## src/include/calbo_pkg.sv

```systemverilog
package calbo_pkg;

   ////////////////////////////////////////////////////////////////////////////
   // Datapath sizes
   localparam int DATA_W = 8;
   localparam int ADDR_W = 7;
   localparam int BIT_W = 3;
   localparam int FILE_DEPTH = 128;
   localparam int APB_AW = 12;

   ////////////////////////////////////////////////////////////////////////////
   // Register map, byte addresses on the APB side
   localparam logic [11:0] REG_ACC = 12'h000;
   localparam logic [11:0] REG_STATUS = 12'h004;
   localparam logic [11:0] REG_PINS = 12'h008;
   // File registers, one word each, index in paddr[8:2]
   localparam logic [2:0] FILE_REGION = 3'h1;

   // Status field positions
   localparam int STAT_C = 0;
   localparam int STAT_DC = 1;
   localparam int STAT_Z = 2;

   // Reset values
   localparam logic [7:0] ACC_RST = 8'h00;
   localparam logic [2:0] STATUS_RST = 3'h0;
   localparam logic [7:0] FILE_RST = 8'h00;
   // File address that reads back from the port pins
   localparam logic [6:0] PORT_ADDR_DEF = 7'h06;

   ////////////////////////////////////////////////////////////////////////////
   // Decoded operations, one-hot
   typedef enum logic [8:0]
   {
      OP_NOP = 9'h001,
      OP_ADD_LIT = 9'h002,
      OP_ADD_REG = 9'h004,
      OP_AND_REG = 9'h008,
      OP_AND_LIT = 9'h010,
      OP_CLR_BIT = 9'h020,
      OP_SET_BIT = 9'h040,
      OP_TEST_SKIP = 9'h080,
      OP_CLR_REG = 9'h100
   } calbo_op_t;

   // Sequencer state, one-hot
   typedef enum logic [1:0]
   {
      ST_EXEC = 2'h1,
      ST_SKIP = 2'h2
   } calbo_state_t;

   // Decoded instruction from the program sequencer
   typedef struct packed
   {
      calbo_op_t op;
      logic [6:0] addr;
      logic dest;
      logic [2:0] bit_sel;
      logic [7:0] literal;
   } calbo_instr_t;

   // Status flags, packed z:dc:c
   typedef struct packed
   {
      logic z;
      logic dc;
      logic c;
   } calbo_flags_t;

   // Result of one operation
   typedef struct packed
   {
      logic [7:0] result;
      calbo_flags_t flags;
      calbo_flags_t flag_we;
      logic wr_acc;
      logic wr_file;
      logic skip;
   } calbo_alu_out_t;

endpackage
```

## src/hw/calbo_alu.sv

```systemverilog
`timescale 1ns/1ps
module calbo_alu
(
   input wire calbo_pkg::calbo_instr_t i_instr,
   input wire logic [7:0] i_acc,
   input wire logic [7:0] i_file,
   output calbo_pkg::calbo_alu_out_t o_out
);

   logic [7:0] operand;
   logic [8:0] sum;
   logic [4:0] half_sum;
   logic [7:0] bit_mask;

   ////////////////////////////////////////////////////////////////////////////
   // Operand select and adder; literal forms take the immediate
   always_comb
   begin
      if (i_instr.op == calbo_pkg::OP_ADD_LIT || i_instr.op == calbo_pkg::OP_AND_LIT)
      begin
         operand = i_instr.literal;
      end
      else
      begin
         operand = i_file;
      end
      sum = {1'b0, i_acc} + {1'b0, operand};
      half_sum = {1'b0, i_acc[3:0]} + {1'b0, operand[3:0]};
      bit_mask = 8'h01 << i_instr.bit_sel;
   end

   ////////////////////////////////////////////////////////////////////////////
   // Per-operation result, flag enables and destination
   always_comb
   begin
      o_out = '0;
      case (i_instr.op)
         calbo_pkg::OP_ADD_LIT:
         begin
            o_out.result = sum[7:0];
            o_out.flags.c = sum[8];
            o_out.flags.dc = half_sum[4];
            o_out.flags.z = (sum[7:0] == 8'h00);
            o_out.flag_we = 3'h7;
            o_out.wr_acc = 1'b1;
         end
         calbo_pkg::OP_ADD_REG:
         begin
            o_out.result = sum[7:0];
            o_out.flags.c = sum[8];
            o_out.flags.dc = half_sum[4];
            o_out.flags.z = (sum[7:0] == 8'h00);
            o_out.flag_we = 3'h7;
            o_out.wr_acc = ~i_instr.dest;
            o_out.wr_file = i_instr.dest;
         end
         calbo_pkg::OP_AND_REG:
         begin
            o_out.result = i_acc & operand;
            o_out.flags.z = ((i_acc & operand) == 8'h00);
            o_out.flag_we.z = 1'b1;
            o_out.wr_acc = ~i_instr.dest;
            o_out.wr_file = i_instr.dest;
         end
         calbo_pkg::OP_AND_LIT:
         begin
            o_out.result = i_acc & operand;
            o_out.flags.z = ((i_acc & operand) == 8'h00);
            o_out.flag_we.z = 1'b1;
            o_out.wr_acc = 1'b1;
         end
         calbo_pkg::OP_CLR_BIT:
         begin
            o_out.result = i_file & ~bit_mask;
            o_out.wr_file = 1'b1;
         end
         calbo_pkg::OP_SET_BIT:
         begin
            o_out.result = i_file | bit_mask;
            o_out.wr_file = 1'b1;
         end
         calbo_pkg::OP_TEST_SKIP:
         begin
            o_out.skip = i_file[i_instr.bit_sel];
         end
         calbo_pkg::OP_CLR_REG:
         begin
            o_out.result = 8'h00;
            o_out.flags.z = 1'b1;
            o_out.flag_we.z = 1'b1;
            o_out.wr_file = 1'b1;
         end
         default:
         begin
            o_out = '0;
         end
      endcase
   end

endmodule

```

## src/hw/calbo_core.sv

```systemverilog
// How it works
// - Add-literal adds the eight-bit immediate to the accumulator, stores the sum there and updates C, DC and Z.
// - Add-to-register adds the accumulator to one of 128 file registers and updates C, DC and Z from the sum.
// - For register-operand arithmetic and logic, destination 0 writes the accumulator and 1 the file register.
// - And-with-register ANDs accumulator and file register into the chosen destination and updates only Z.
// - And-literal ANDs the accumulator with the immediate, stores it in the accumulator and updates only Z.
// - Clear-bit forces the indexed bit of the file register to zero and touches nothing else.
// - Set-bit forces the indexed bit of the file register to one and touches nothing else.
// - Test-and-skip discards the next instruction when the tested bit is one, taking two cycles, flags untouched.
// - Clear-register writes zero into the file register and sets Z, leaving other flags alone.
// - Reading the port register takes the live pin levels rather than the output latch.
//
// Design decisions made here: register access over APB and the address map.
`timescale 1ns/1ps
module calbo_core
#(
   parameter logic [6:0] PORT_ADDR = calbo_pkg::PORT_ADDR_DEF
)
(
   input wire logic i_mclk,
   input wire logic i_rst,
   // Decoded instruction stream, one per cycle while valid
   input wire logic i_instr_valid,
   input wire calbo_pkg::calbo_instr_t i_instr,
   // Port pins and output latch
   input wire logic [7:0] i_port_pins,
   output logic [7:0] o_port_latch,
   // Core state seen by the sequencer
   output logic [7:0] o_acc,
   output calbo_pkg::calbo_flags_t o_flags,
   output logic o_skip_pending,
   output logic o_done,
   // APB slave
   input wire logic i_psel,
   input wire logic i_penable,
   input wire logic i_pwrite,
   input wire logic [11:0] i_paddr,
   input wire logic [31:0] i_pwdata,
   output logic [31:0] o_prdata,
   output logic o_pready,
   output logic o_pslverr
);

   ////////////////////////////////////////////////////////////////////////////
   // All module state in one struct
   typedef struct packed
   {
      calbo_pkg::calbo_state_t state;
      logic [7:0] acc;
      calbo_pkg::calbo_flags_t flags;
      logic [127:0][7:0] file;
      logic done;
      logic pready;
      logic [31:0] prdata;
      logic pslverr;
   } calbo_regs_t;

   calbo_regs_t st;
   calbo_regs_t next_st;
   calbo_pkg::calbo_alu_out_t alu_out;
   logic [7:0] file_operand;
   logic apb_setup;
   logic apb_commit;
   logic hit_acc;
   logic hit_status;
   logic hit_pins;
   logic hit_file;
   logic [6:0] apb_index;
   logic [7:0] apb_file_val;
   logic exec;

   ////////////////////////////////////////////////////////////////////////////
   // Operand fetch; the port address reads pins so a read-modify-write
   // reflects what the outside drives, not what the latch holds
   always_comb
   begin
      if (i_instr.addr == PORT_ADDR)
      begin
         file_operand = i_port_pins;
      end
      else
      begin
         file_operand = st.file[i_instr.addr];
      end
   end

   calbo_alu u_alu
   (
      .i_instr(i_instr),
      .i_acc(st.acc),
      .i_file(file_operand),
      .o_out(alu_out)
   );

   ////////////////////////////////////////////////////////////////////////////
   // APB decode
   always_comb
   begin
      apb_setup = i_psel & ~i_penable;
      apb_commit = i_psel & i_penable & st.pready;
      hit_acc = (i_paddr == calbo_pkg::REG_ACC);
      hit_status = (i_paddr == calbo_pkg::REG_STATUS);
      hit_pins = (i_paddr == calbo_pkg::REG_PINS);
      hit_file = (i_paddr[11:9] == calbo_pkg::FILE_REGION) && (i_paddr[1:0] == 2'h0);
      apb_index = i_paddr[8:2];
      // Software sees the same pin view as the instructions do
      if (apb_index == PORT_ADDR)
      begin
         apb_file_val = i_port_pins;
      end
      else
      begin
         apb_file_val = st.file[apb_index];
      end
   end

   // An instruction in the shadow of a taken skip is consumed, not run
   assign exec = i_instr_valid && (st.state == calbo_pkg::ST_EXEC);

   ////////////////////////////////////////////////////////////////////////////
   // Next-state logic
   always_comb
   begin
      next_st = st;
      next_st.done = 1'b0;

      // APB: ready comes one cycle after setup, so every transfer is two cycles
      next_st.pready = apb_setup;
      if (apb_setup)
      begin
         next_st.pslverr = ~(hit_acc | hit_status | hit_pins | hit_file);
         next_st.prdata = 32'h0000_0000;
         if (hit_acc)
         begin
            next_st.prdata[7:0] = st.acc;
         end
         else if (hit_status)
         begin
            next_st.prdata[2:0] = st.flags;
         end
         else if (hit_pins)
         begin
            next_st.prdata[7:0] = i_port_pins;
         end
         else if (hit_file)
         begin
            next_st.prdata[7:0] = apb_file_val;
         end
      end
      else
      begin
         // Error lives only beside ready, so the output needs no gating
         next_st.pslverr = 1'b0;
      end

      // Software writes land first; an instruction in the same cycle overrides
      if (apb_commit && i_pwrite)
      begin
         if (hit_acc)
         begin
            next_st.acc = i_pwdata[7:0];
         end
         else if (hit_status)
         begin
            next_st.flags = i_pwdata[2:0];
         end
         else if (hit_file)
         begin
            next_st.file[apb_index] = i_pwdata[7:0];
         end
      end

      // Instruction execution, single cycle
      case (st.state)
         calbo_pkg::ST_EXEC:
         begin
            if (exec)
            begin
               if (alu_out.wr_acc)
               begin
                  next_st.acc = alu_out.result;
               end
               if (alu_out.wr_file)
               begin
                  next_st.file[i_instr.addr] = alu_out.result;
               end
               if (alu_out.flag_we.c)
               begin
                  next_st.flags.c = alu_out.flags.c;
               end
               if (alu_out.flag_we.dc)
               begin
                  next_st.flags.dc = alu_out.flags.dc;
               end
               if (alu_out.flag_we.z)
               begin
                  next_st.flags.z = alu_out.flags.z;
               end
               if (alu_out.skip)
               begin
                  next_st.state = calbo_pkg::ST_SKIP;
               end
               else
               begin
                  next_st.done = 1'b1;
               end
            end
         end
         calbo_pkg::ST_SKIP:
         begin
            // Second cycle runs as a no-op on whatever arrives
            if (i_instr_valid)
            begin
               next_st.state = calbo_pkg::ST_EXEC;
               next_st.done = 1'b1;
            end
         end
         default:
         begin
            next_st.state = calbo_pkg::ST_EXEC;
         end
      endcase
   end

   ////////////////////////////////////////////////////////////////////////////
   // State register
   always_ff @(posedge i_mclk or posedge i_rst)
   begin
      if (i_rst)
      begin
         st.state <= calbo_pkg::ST_EXEC;
         st.acc <= calbo_pkg::ACC_RST;
         st.flags <= calbo_pkg::STATUS_RST;
         st.file <= {calbo_pkg::FILE_DEPTH{calbo_pkg::FILE_RST}};
         st.done <= 1'b0;
         st.pready <= 1'b0;
         st.prdata <= 32'h0000_0000;
         st.pslverr <= 1'b0;
      end
      else
      begin
         st <= next_st;
      end
   end

   ////////////////////////////////////////////////////////////////////////////
   // Outputs straight from the state flops
   assign o_acc = st.acc;
   assign o_flags = st.flags;
   assign o_port_latch = st.file[PORT_ADDR];
   assign o_skip_pending = st.state[1]; // One-hot, bit 1 is the skip state
   assign o_done = st.done;
   assign o_prdata = st.prdata;
   assign o_pready = st.pready;
   assign o_pslverr = st.pslverr;

endmodule

```

## config.mk

```make
export PLATFORM = sky130hd
export DESIGN_NAME = calbo_core
export DESIGN_NICKNAME = d
export VERILOG_FILES = /design/src/include/calbo_pkg.sv /design/src/hw/calbo_alu.sv /design/src/hw/calbo_core.sv
export SDC_FILE = /design/constraint.sdc
export NUM_CORES = 2
export LEC_CHECK = 0
export ABC_AREA = 0
export ABC_CLOCK_PERIOD_IN_PS = 126300
export BUFFER_PORTS_ARGS = -buffer_cell sky130_fd_sc_hd__buf_4
export CELL_PAD_IN_SITES_DETAIL_PLACEMENT = 0
export CELL_PAD_IN_SITES_GLOBAL_PLACEMENT = 1
export CORE_UTILIZATION = 50
export CTS_CLUSTER_DIAMETER = 200
export DETAILED_ROUTE_END_ITERATION = 10
export PLACE_DENSITY = 0.84
export SYNTH_ARGS = -nofsm -noshare
export SYNTH_HDL_FRONTEND = slang
export SYNTH_SLANG_ARGS = --single-unit
```

## constraint.sdc

```tcl
create_clock -name i_mclk -period 126.3 [get_ports i_mclk]
set_input_delay 37.89 -clock i_mclk [delete_from_list [all_inputs] [get_ports i_mclk]]
set_output_delay 37.89 -clock i_mclk [all_outputs]
set_load 0.02 [all_outputs]
```

==> impl_metrics.yaml <==
setup_path:
  critPathCaptureType: "flop"
  crit_chain: "buf_8, buf_4, buf_4, nor2_4, buf_12, a22oi_1, o22ai_1, o21ai_0, or4b_1, o32ai_2, o21ai_0, fa_1, a21o_1, a21oi_1, o21bai_1, a21oi_1, xor2_1, nor2_1, a211oi_4, buf_4, buf_4, a21oi_1"
  required_ns: 126.91
  r2r_cells: 18
  startpoint_type: "input pin"
  critPathMostFrequentCell: "buf_4"
  critical_path_class: "in2reg"
  crit_fanout: 69
  slowest_delay_ns: 1.19
  cpMaxStageDelayCell: "o21ai_0"
  arrival_ns: 47.75
timing:
  tightest_slew_ns: 1.514
  report.final.slew_viol_count: 2
  min_period_ns: 47.14
  hold_slack_ns: 0.4809
  fmax_mhz: 21.21
  finalSetupViolCount: 0
  slew-limit-headroom: -0.01983
  rsz0062_at_grt: "no"
  hold_viol: 0
  fin_setup_tns_ns: 0
  fin_skew_ns: 0.04922
  min_period_over_period: 0.3732
  layout_setup_ws_ns: 79.16
cts:
  cts_tree: "done"
  cts-root-buf: "clkbuf_16"
  clk_latency_ns: 0.79
  clock-sinks: 1048
  cts-hold-fix-buffers: 0
  cts_setup_buffers: 0
  clock_path_buffers: 3
  htreeDepth: 3
  clk_pin_slew_ns: 0.06
  cts_resized: 0
  cts_made_buffers: 121
drt:
  drt_iter0_drc: 12200
  wl_per_cell_um: 42.69
  drtAntennaViolNets: 0
  drcViolationCount: 8
  routed_wl_um: 372000
  vias_per_cell: 7.809
  dr.pass1.iters: 10
  vias: 68050
finish:
  final_cell_count_no_fill: 8714
  drive_gt1_frac: 0.1795
  multi_input_area_mm2: 0.03987
  final_area_mm2: 0.07578
  ff_latch_area_mm2: 0.02623
  nNetsFinal: 6888
  area_growth_pct: 9.560
  nFillCells: 12190
floorplanning:
  die_w_um: 373.9
  pin_count: 141
  die-area_mm2: 0.1398
  start_util: 0.5037
  die_h_um: 373.9
  core_mm2: 0.1373
  core.rowCount: 136
power_and_ir_drop:
  cellInternalPower_mw: 0.5815
  seqPwrFrac: 0.421
  sw_frac_of_total: 0.2793
  p_sw_mw: 0.2253
  pwr-share-clk: 0.477
  powerDensity_mw_per_mm2: 10.65
  power_frac_comb: 0.102
  ir_drop_mv: 0.01374
  leakagePower_nw: 32.67
synth:
  synth_top_cell_area_share: 0.3788
  synth_cell_types: 83
  ys_top_cells_by_area: "dfrtp_1 38%, mux4_2 14%, a211oi_1 8.1%"
  ys_warn_count: 0
  ys_seq_area_frac: 0.3792
  synth_edf_count: 0
  yosysTopAreaCell: "dfrtp_1"
  netlist_area_mm2: 0.06917
  synthFlopType: "dfrtp_1"
  avgSynthCellArea_um2: 9.825
  ys_async_sr_fraction: 1.000
  ys_ff_latch: 1048
  syn_inst: 7040
placed_design:
  place_area_mm2: 0.07147
  place_inst: 8462
  io_buffers: 92
  dp_hpwl_um: 247000
  post-place-ws_ns: 79.07
  gp_congestion: 1.087
global_route:
  grt_pass1_vias: 61730
  grt_pass1_wl_um: 509300
  grt_max_degree: 161
  overflow: 0
  grt.total_usage: 0.5198
  antenna_found_initial: 43
run_status:
  violations: "DRC, capacitance limit, slew limit"
  outcome: "complete, but fails checks"
min_path:
  holdPathStages: 2
  hold_class: "reg2reg"
flow_run:
  drv_cap: 2
synthesized netlist by cell type (77+ instances only):
| cell type | instances |
|---|---|
| buf_4 | 77 |
| o21ai_0 | 120 |
| nor2_1 | 690 |
| mux2i_1 | 345 |
| mux4_2 | 422 |
| a221oi_1 | 106 |
| nand2_1 | 249 |
| mux2_2 | 162 |
| nor2b_1 | 586 |
| dfrtp_1 | 1047 |
| a21oi_1 | 1000 |
| a211oi_1 | 750 |
| buf_2 | 135 |
| clkbuf_1 | 481 |
placed cells by master (no fill, tap or decap), types with 14 or more instances in the layout:
cell type  netlist  final
a21oi_1       1000    999
clkinv_2         0     20
o2bb2ai_1       16     16
nand3_1         70     67
nand2b_1        22     22
mux4_2         422    422
clkbuf_1       481     24
nor2_1         690    679
nor3_1          68     50
or3_1           16     16
clkbuf_8         0     31
and2_1          51     50
bufinv_16        0     14
o21ai_0        120    119
a211oi_1       750    746
diode_2          0     29
a31oi_1         26     26
nand3b_1        18     18
mux2_2         162    162
a221oi_1       106    103
a22oi_1         64     64
mux2i_1        345    345
o22ai_1         63     63
a22o_1          23     23
buf_4           77    350
nor2b_1        586    580
clkbuf_16        0    122
nor3_2           0     18
and3_1          50     50
dfrtp_1       1047   1047
conb_1           1     24
nand2_1        249    246
a221o_1         26     26
inv_1           57     54
state kept, by name (all words and copies together), names as in the netlist:
signal / cells
o_acc: 8
o_done: 1
o_flags: 3
o_port_latch: 8
o_prdata: 8
o_pready: 1
o_pslverr: 1
o_skip_pending: 1
st: 1017
critical path: cells and delay by family:
family                   cells  cell delay [ns]
adder cells (fa/ha/maj)      1             0.49
AO/OA/AOI/OAI               11             3.87
XOR/XNOR                     1             0.22
AND/OR/NAND/NOR              3             1.08
buffers and inverters        6             3.80
path summary, 6_finish.rpt:
| check | from | endpoint | slack (ns) |
|---|---|---|---|
| worst max register to register | st[820] | st[841] | 117.97 |
| min in group asynchronous | i_rst | st[827] | 37.27 |
| worst max-delay path | i_instr[14] | st[841] | 79.16 |
| max in group asynchronous | i_rst | st[715] | 85.88 |
| worst min-delay path | o_prdata[5] | o_prdata[5] | 0.48 |
| worst min register to register | o_prdata[5] | o_prdata[5] | 0.48 |
power groups by stage:
stage	Combinational (mW)	Sequential, mW	Clock [mW]
finish	0.0825	0.340	0.385
global route	0.0821	0.340	0.395
CTS	0.0779	0.340	0.383
detailed placement	0.0777	0.346	0
global placement	0.0772	0.346	0
floorplan	0.0443	0.345	0
layer usage:
metal,global-route usage,wire [um]
met1,0.6632,133000
met4,0.3763,33540
met3,0.2277,58730
met5,0.01063,471
met2,0.6945,146300
cells by family after synthesis:
| logic type | after synthesis | share of synthesized area |
|---|---|---|
| compound gates | 2314 | 0.2146 |
| xor+xnor | 11 | 0.001393 |
| fa+ha+maj | 11 | 0.002098 |
| buf+inv | 819 | 0.05107 |
| flops | 1048 | 0.3792 |
| mux | 929 | 0.2137 |
| other cells | 1 | 0.00005422 |
| simple gates | 1907 | 0.1379 |
metrics by stage:
step,power [mW],utilization
after floorplan,0.3896,-
after global placement,0.4230,0.5205
after detailed placement,0.4235,0.5205
after CTS,0.8010,0.5513
after global routing,0.8165,0.5514
final,0.8068,0.5518
cell type report:
type / count / share of cell area
flip-flops and latches: 1048 / 0.3461
well taps: 1794 / 0.02962
clock inverters: 46 / 0.008784
diodes: 29 / 0.0009576
inverters: 58 / 0.002972
multi-input cells: 5196 / 0.5261
clock buffers: 177 / 0.04711
repair buffers: 366 / 0.03834
Note: power is estimated with default switching activity, not from simulation.
